## config.mk

```make
export PLATFORM = sky130hd
export DESIGN_NAME = lcddc_top
export DESIGN_NICKNAME = d
export VERILOG_FILES = /design/src/lcddc_pkg.sv /design/src/lcddc_decode.sv /design/src/lcddc_top.sv
export SDC_FILE = /design/constraint.sdc
export NUM_CORES = 1
export LEC_CHECK = 0
export BUFFER_PORTS_ARGS = -buffer_cell sky130_fd_sc_hd__buf_2
export CAP_MARGIN = 20
export CORE_AREA = 2 2 83 100
export CTS_CLUSTER_SIZE = 8
export DETAILED_ROUTE_END_ITERATION = 8
export DIE_AREA = 0 0 85 102
export HOLD_SLACK_MARGIN = 0.12
export PLACE_DENSITY = 0.7
export SLEW_MARGIN = 20
export SYNTH_ARGS = -nofsm -noshare
export SYNTH_HDL_FRONTEND = slang
export SYNTH_SLANG_ARGS = --single-unit
```

## constraint.sdc

```tcl
create_clock -name clk -period 2.5 [get_ports clk]
set_input_delay 0.125 -clock clk [delete_from_list [all_inputs] [get_ports clk]]
set_output_delay 0.125 -clock clk [all_outputs]
set_load 0.01 [all_outputs]
```

## src/lcddc_pkg.sv

```systemverilog
// Package of register map, field positions and codes for the LCD drive control
package lcddc_pkg;
    // ==========================================================
    // Register indices, one aligned word each
    localparam logic [15:0] LCDDC_IDX_DUTY_POWER = 16'hff60;
    localparam logic [15:0] LCDDC_IDX_MODE       = 16'hff61;
    localparam logic [15:0] LCDDC_IDX_CONTRAST   = 16'hff62;
    localparam logic [15:0] LCDDC_IDX_STATUS     = 16'hff64;
    // Byte addresses are four times the index
    localparam logic [17:0] LCDDC_ADDR_DUTY_POWER =
        {LCDDC_IDX_DUTY_POWER, 2'b00};
    localparam logic [17:0] LCDDC_ADDR_MODE =
        {LCDDC_IDX_MODE, 2'b00};
    localparam logic [17:0] LCDDC_ADDR_CONTRAST =
        {LCDDC_IDX_CONTRAST, 2'b00};
    localparam logic [17:0] LCDDC_ADDR_STATUS =
        {LCDDC_IDX_STATUS, 2'b00};
    localparam logic [15:0] LCDDC_ADDR_MASK       = 16'hfffc;
    // ==========================================================
    // Field positions, duty power register
    localparam int LCDDC_POS_POWER   = 0;
    localparam int LCDDC_POS_VSEL    = 1;
    localparam int LCDDC_POS_DUTY_LO = 2;
    localparam int LCDDC_POS_DUTY_HI = 3;
    // Field positions, mode register
    localparam int LCDDC_POS_PAGE    = 0;
    localparam int LCDDC_POS_ALL_ON  = 1;
    localparam int LCDDC_POS_ALL_OFF = 2;
    localparam int LCDDC_POS_SPARE   = 3;
    // ==========================================================
    // Reset values
    localparam logic [3:0] LCDDC_RST_DUTY_POWER = 4'h0;
    localparam logic [3:0] LCDDC_RST_MODE       = 4'h4;
    localparam logic [3:0] LCDDC_RST_CONTRAST   = 4'h0;
    // ==========================================================
    // Display memory base addresses
    localparam logic [15:0] LCDDC_PAGE0_BASE = 16'hf000;
    localparam logic [15:0] LCDDC_PAGE1_BASE = 16'hf100;
    // AXI responses
    localparam logic [1:0] LCDDC_RESP_OKAY   = 2'h0;
    localparam logic [1:0] LCDDC_RESP_SLVERR = 2'h2;
    // ==========================================================
    // Duty modes
    typedef enum logic [1:0] {
        LCDDC_DUTY_17 = 2'b00,
        LCDDC_DUTY_16 = 2'b01,
        LCDDC_DUTY_8  = 2'b10
    } lcddc_duty_e;
    // Segment display modes
    typedef enum logic [1:0] {
        LCDDC_SHOW_NORMAL = 2'b00,
        LCDDC_SHOW_ON     = 2'b01,
        LCDDC_SHOW_OFF    = 2'b10
    } lcddc_show_e;
endpackage

```

## src/lcddc_decode.sv

```systemverilog
// Decoder from control fields to drive duty, display mode and memory page
`timescale 1ns/10ps
module lcddc_decode
    import lcddc_pkg::*;
(
    input  wire logic [1:0]  duty_code,
    input  wire logic        display_page_select,
    input  wire logic        all_segments_on,
    input  wire logic        all_segments_off,
    output lcddc_duty_e      duty_mode,
    output lcddc_show_e      show_mode,
    output logic [15:0]      mem_base
);
    // ==========================================================
    // Decoding
    // Codes 2 and 3 fold together
    assign duty_mode = duty_code[1] ? LCDDC_DUTY_8 :
                       (duty_code[0] ? LCDDC_DUTY_16 : LCDDC_DUTY_17);
    // Page only matters at 1/8 duty
    assign mem_base  = (duty_mode == LCDDC_DUTY_8 && display_page_select) ?
                       LCDDC_PAGE1_BASE : LCDDC_PAGE0_BASE;
    // Blanking beats lighting, so the reset state is dark
    assign show_mode = all_segments_off ? LCDDC_SHOW_OFF :
                       (all_segments_on ? LCDDC_SHOW_ON
                                        : LCDDC_SHOW_NORMAL);
endmodule // lcddc_decode

```

## src/lcddc_top.sv

```systemverilog
// AXI4-Lite register block steering the LCD drive control outputs
`timescale 1ns/10ps
// Summary of operation
// Two-bit code picks 1/17, 1/16, 1/8 duty
// One bit picks second or first regulated level
// At 1/8 duty page bit picks memory range
// Otherwise page bit is plain storage
// All-off blanks, all-on lights, else normal
module lcddc_top
    import lcddc_pkg::*;
(
    input  wire logic        clk,
    input  wire logic        nrst,
    input  wire logic        ce,
    input  wire logic [17:0] s_axi_awaddr,
    input  wire logic        s_axi_awvalid,
    output logic             s_axi_awready,
    input  wire logic [31:0] s_axi_wdata,
    input  wire logic [3:0]  s_axi_wstrb,
    input  wire logic        s_axi_wvalid,
    output logic             s_axi_wready,
    output logic [1:0]       s_axi_bresp,
    output logic             s_axi_bvalid,
    input  wire logic        s_axi_bready,
    input  wire logic [17:0] s_axi_araddr,
    input  wire logic        s_axi_arvalid,
    output logic             s_axi_arready,
    output logic [31:0]      s_axi_rdata,
    output logic [1:0]       s_axi_rresp,
    output logic             s_axi_rvalid,
    input  wire logic        s_axi_rready,
    output logic [1:0]       duty_sel,
    output logic             regulated_voltage_select,
    output logic             panel_power_on,
    output logic [1:0]       segment_mode,
    output logic [15:0]      display_base,
    output logic [3:0]       contrast_level
);
    // ==========================================================
    // Reset synchroniser
    logic       rst_meta;
    logic       rst_n;
    always_ff @(posedge clk or negedge nrst)
    begin
        if (!nrst)
        begin
            rst_meta <= 1'b0;
            rst_n    <= 1'b0;
        end
        else
        begin
            rst_meta <= 1'b1;
            rst_n    <= rst_meta;
        end
    end

    // ==========================================================
    // Registers
    logic [3:0]  duty_power;
    logic [3:0]  mode;
    logic [3:0]  contrast;
    logic [17:0] aw_addr;
    logic        aw_held;
    logic [3:0]  w_data;
    logic        w_strb0;
    logic        w_held;

    function automatic logic addr_ok(input logic [17:0] a);
        addr_ok = (a == LCDDC_ADDR_DUTY_POWER) || (a == LCDDC_ADDR_MODE) ||
                  (a == LCDDC_ADDR_CONTRAST);
    endfunction

    // ==========================================================
    // Write channel
    // Byte address is four times the index; lane 0 low nibble is the data
    wire        aw_take  = s_axi_awvalid && s_axi_awready;
    wire        w_take   = s_axi_wvalid && s_axi_wready;
    wire        wr_go    = aw_held && w_held && !s_axi_bvalid;
    wire        wr_hit   = addr_ok(aw_addr);
    wire        wr_en    = wr_go && wr_hit && w_strb0;
    wire        wr_dp    = wr_en && (aw_addr == LCDDC_ADDR_DUTY_POWER);
    wire        wr_md    = wr_en && (aw_addr == LCDDC_ADDR_MODE);
    wire        wr_ct    = wr_en && (aw_addr == LCDDC_ADDR_CONTRAST);

    always_ff @(posedge clk or negedge rst_n)
    begin
        if (!rst_n)
        begin
            aw_held       <= 1'b0;
            aw_addr       <= 18'h00000;
            w_held        <= 1'b0;
            w_data        <= 4'h0;
            w_strb0       <= 1'b0;
            s_axi_awready <= 1'b0;
            s_axi_wready  <= 1'b0;
            s_axi_bvalid  <= 1'b0;
            s_axi_bresp   <= LCDDC_RESP_OKAY;
        end
        else if (ce)
        begin
            s_axi_awready <= !aw_held && !aw_take && !s_axi_bvalid;
            s_axi_wready  <= !w_held && !w_take && !s_axi_bvalid;
            if (aw_take)
            begin
                aw_held <= 1'b1;
                aw_addr <= s_axi_awaddr;
            end
            if (w_take)
            begin
                w_held  <= 1'b1;
                w_data  <= s_axi_wdata[3:0];
                w_strb0 <= s_axi_wstrb[0];
            end
            if (wr_go)
            begin
                aw_held      <= 1'b0;
                w_held       <= 1'b0;
                s_axi_bvalid <= 1'b1;
                s_axi_bresp  <= wr_hit ? LCDDC_RESP_OKAY : LCDDC_RESP_SLVERR;
            end
            else if (s_axi_bvalid && s_axi_bready)
            begin
                s_axi_bvalid <= 1'b0;
            end
        end
    end

    // ==========================================================
    // Control registers
    always_ff @(posedge clk or negedge rst_n)
    begin
        if (!rst_n)
        begin
            duty_power <= LCDDC_RST_DUTY_POWER;
            mode       <= LCDDC_RST_MODE;
            contrast   <= LCDDC_RST_CONTRAST;
        end
        else if (ce)
        begin
            if (wr_dp)
                duty_power <= w_data;
            if (wr_md)
                mode <= w_data;
            if (wr_ct)
                contrast <= w_data;
        end
    end

    // ==========================================================
    // Read channel
    // Status word shows the decoded drive state the panel sees
    lcddc_duty_e duty_mode;
    lcddc_show_e show_mode;
    logic [15:0] mem_base;
    wire  [3:0]  rd_nib =
        (s_axi_araddr == LCDDC_ADDR_DUTY_POWER) ? duty_power :
        (s_axi_araddr == LCDDC_ADDR_MODE)       ? mode :
        (s_axi_araddr == LCDDC_ADDR_CONTRAST)   ? contrast : 4'h0;
    wire         rd_status = (s_axi_araddr == LCDDC_ADDR_STATUS);
    wire  [31:0] rd_word = rd_status ?
        {12'h000, mem_base, show_mode, duty_mode} : {28'h0000000, rd_nib};
    wire         rd_ok = addr_ok(s_axi_araddr) || rd_status;
    wire         ar_take = s_axi_arvalid && s_axi_arready;

    always_ff @(posedge clk or negedge rst_n)
    begin
        if (!rst_n)
        begin
            s_axi_arready <= 1'b0;
            s_axi_rvalid  <= 1'b0;
            s_axi_rdata   <= 32'h00000000;
            s_axi_rresp   <= LCDDC_RESP_OKAY;
        end
        else if (ce)
        begin
            s_axi_arready <= !s_axi_rvalid && !ar_take;
            if (ar_take)
            begin
                s_axi_rvalid <= 1'b1;
                s_axi_rdata  <= rd_word;
                s_axi_rresp  <= rd_ok ? LCDDC_RESP_OKAY : LCDDC_RESP_SLVERR;
            end
            else if (s_axi_rvalid && s_axi_rready)
            begin
                s_axi_rvalid <= 1'b0;
            end
        end
    end

    // ==========================================================
    // Decode and panel outputs
    lcddc_decode lcddc_decode_inst (
        .duty_code           (duty_power[LCDDC_POS_DUTY_HI:LCDDC_POS_DUTY_LO]),
        .display_page_select (mode[LCDDC_POS_PAGE]),
        .all_segments_on     (mode[LCDDC_POS_ALL_ON]),
        .all_segments_off    (mode[LCDDC_POS_ALL_OFF]),
        .duty_mode           (duty_mode),
        .show_mode           (show_mode),
        .mem_base            (mem_base)
    );

    // Registered so the panel sees one clean change per write
    always_ff @(posedge clk or negedge rst_n)
    begin
        if (!rst_n)
        begin
            duty_sel                 <= LCDDC_DUTY_17;
            regulated_voltage_select <= 1'b0;
            panel_power_on           <= 1'b0;
            segment_mode             <= LCDDC_SHOW_OFF;
            display_base             <= LCDDC_PAGE0_BASE;
            contrast_level           <= LCDDC_RST_CONTRAST;
        end
        else if (ce)
        begin
            duty_sel                 <= duty_mode;
            regulated_voltage_select <= duty_power[LCDDC_POS_VSEL];
            panel_power_on           <= duty_power[LCDDC_POS_POWER];
            segment_mode             <= show_mode;
            display_base             <= mem_base;
            contrast_level           <= contrast;
        end
    end
endmodule // lcddc_top
```

==> flow_metrics.env <==
export IMPL_fin_crit_sh_pct=98.45
export IMPL_grt_max_degree=25
export IMPL_yosys_top_cells_area="dfrtp_1, mux2_2, buf_4"
export IMPL_cts_made_buffers=9
export IMPL_crit_path_frequent_cell="or4_4"
export IMPL_setup_ws_ps=38.85
export IMPL_worst_pin_slew_ps=507.2
export IMPL_htreeDepth=3
export IMPL_drt_iter0_markers=87
export IMPL_required_ps=2720
export IMPL_first_global_vias=2154
export IMPL_hold_viol_final=0
export IMPL_end_kind="register"
export IMPL_fin_skew_ps=6.637
export IMPL_synth_common_cells="dfrtp_1, buf_4, mux2_2"
export IMPL_slew_headroom_pct=66.19
export IMPL_ys_warnings_count=0
export IMPL_max_freq_ghz=0.4063
export IMPL_synth_flop_cell="dfrtp_1"
export IMPL_post_place_ws_ps=-95.49
export IMPL_drv_cap=0
export IMPL_die_area_um2=8670
export IMPL_final_layout_size_suffix_gt1_share_pct=40.50
export IMPL_overflow=0
export IMPL_fin_area_um2=3860
export IMPL_clkTransAtPathRegs_ps=70
export IMPL_dp_hpwl_um=4455
export IMPL_drt_wl_total_um=6129
export IMPL_synthToLayoutAreaGrowth_pct=28.43
export IMPL_worstPathArrival_ps=2680
export IMPL_dr_total_vias=2122
export IMPL_finalWeightedCongestion=0.7631
export IMPL_antenna_found_initial=0
export IMPL_hp_start="s_axi_araddr[2]"
export IMPL_post_place_cells=412
export IMPL_rows=35
export IMPL_numPortBuffers=75
export IMPL_fin_nets=438
export IMPL_layout_cells_non_filler=455
export IMPL_grt_usage_pct=14.65
export IMPL_grt_pass1_wl_um=9894
export IMPL_pwr_density_cell_nw_per_um2=782.7
export IMPL_first_pass_iters=4
export IMPL_slew_viol_final=0
export IMPL_critPathMaxStageDelay_ps=560
export IMPL_n_fill_cell=696
export IMPL_critPathLaunch="aw_addr[1]$_DFFE_PN0P_"
export IMPL_hp_class="input port to register"
export IMPL_drc=0
export IMPL_clock_sinks=63
export IMPL_cp_start_kind="register"
export IMPL_fin_crit_ps=2461
export IMPL_io_pins=147
export IMPL_die_w_um=85
export IMPL_cp_top_family="simple AND/OR/NAND/NOR gates"
export IMPL_yosysTopAreaCell="dfrtp_1"
export IMPL_ant_nets=0
export IMPL_worstSetupPathType="register to register"
export IMPL_synth_avg_cell_area_um2=12.02
export IMPL_core_area_um2=7664
export IMPL_post_synth_top_count_cell="dfrtp_1"
export IMPL_cts_tree="built"
export IMPL_rsz0062_at_grt="false"
export IMPL_ys_ff_latch=63
export IMPL_finalCoreUtilization_pct=50.37
export IMPL_wire_per_inst_um=13.47
export IMPL_async_flop_share_pct=100.0
export IMPL_setup_viol=0
export IMPL_clk_latency_ps=330
export IMPL_run_status="finished, final reports clean"
export IMPL_start_util_pct=39.22
export IMPL_r2r_start="aw_addr[1]$_DFFE_PN0P_"
export IMPL_die_y_um=102
export IMPL_crit_fanout=4
export IMPL_p_leak_nw=1.951
export IMPL_netlist_area_um2=3005
export IMPL_syn_inst=250
export IMPL_yosysUniqueCellTypes=41
export IMPL_synth_edf_count=0
export IMPL_clockRootBuffer="clkbuf_8"
export IMPL_crit_buf_inv=0
export IMPL_register_area_um2=1580
export IMPL_seq_area_frac_synth_pct=52.54
export IMPL_clockBufferDepth=2
export IMPL_dpl_cell_area_um2=3346
export IMPL_n_antenna_cell=0
export IMPL_ir_drop_mv=0.4990
export IMPL_synth_top_area_share_pct=50.79
export IMPL_worstPathCellList="or4b_4 > or4_4 > or4_4 > mux2_4"
export IMPL_multi_input_area_um2=1209
export IMPL_slowest_stage="or4_4"
export IMPL_viasPerCell=4.664
[area by class of cell]
type | count | area share (%)
sequential | 63 | 40.94
multi-input combinational | 167 | 31.31
timing repair buffer | 110 | 18.28
clock buffer | 13 | 4.117
tap | 92 | 2.982
clock inverter | 3 | 1.686
inverter | 7 | 0.6807
[report_power, final]
group	switching (mW)	leakage, nW	internal [mW]	total, mW
Combinational	0.249	1.04	0.328	0.577
Clock	0.370	0.114	0.616	0.985
Sequential	0.187	0.801	1.27	1.46
Total	0.806	1.95	2.22	3.02
[per-layer routing]
layer  share of wire, %  GRT usage [%]  vias to the layer above  wire length, um
li1                   -              -                     1012                -
met1                 38          16.05                     1002             2321
met2                 54          27.22                       96             3305
met3                7.0          3.554                       12              426
met4                1.2          5.739                        0               75
met5                  0              0                        -                0
[registers in the layout, indices dropped and copies added, names as in the netlist, 2 cells and up]
name            cells
duty_sel            2
mode                4
s_axi_rdata         6
duty_power          4
aw_addr            18
segment_mode        2
contrast            4
w_data              4
contrast_level      4
[worst min-delay path, cell delays in order]
cell,delay [ps]
buf_2,160
nand3_1,90
a21oi_1,60
[cells by family (layout without fill, tap and decap cells)]
group | count (synthesis) | count (layout) | synth area share [%]
and+or+nand+nor | 49 | 49 | 9.700
DFF | 63 | 63 | 52.54
AOI/OAI and AO/OA | 27 | 27 | 5.578
other | 2 | 41 | 0.2499
muxes | 50 | 50 | 19.15
buffers and inverters | 59 | 133 | 12.78
[worst paths after layout]
path / endpoint / slack (ps) / cells past startpoint
worst max-delay path: contrast[0]$_DFFE_PN0P_ / 40 / 4
worst min-delay path: s_axi_rdata[2]$_DFFE_PN0P_ / 140 / 3
worst max register to register: contrast[0]$_DFFE_PN0P_ / 40 / 4
worst min register to register: w_strb0$_DFFE_PN0P_ / 240 / 0
max in group asynchronous: segment_mode[1]$_DFFE_PN1P_ / 1550 / 1
min in group asynchronous: w_strb0$_DFFE_PN0P_ / 240 / 0
[cells in the final DEF (no fill, tap or decap), types with 7 or more instances in the layout]
| cell type | instances |
|---|---|
| buf_2 | 75 |
| dfrtp_1 | 60 |
| conb_1 | 41 |
| mux2_2 | 36 |
| dlygate4sd3_1 | 27 |
| nand2_1 | 14 |
| clkbuf_8 | 11 |
| mux2_1 | 8 |
| buf_4 | 8 |
| inv_1 | 7 |
| nand3_1 | 7 |
| a21oi_1 | 7 |
[per-stage QoR]
stage	total power, mW	hold slack [ps]	setup TNS [ps]
after global routing	3.208	165.4	0
after floorplan	1.847	-170.6	0
after global placement	1.961	-89.38	-279.4
after detailed placement	2.005	-88.29	-365.2
final	3.021	142.0	0
after CTS	3.034	124.3	0
[repair_timing]
item                                    in CTS  in global routing
pin swaps                                    0                  1
endpoints found under the setup margin       4                 11
resized for setup                            1                  3
hold buffers                                27                  0
endpoints found under the hold margin       27                  0
buffers inserted                             0                  0
Note: power is estimated with default switching activity, not from simulation.
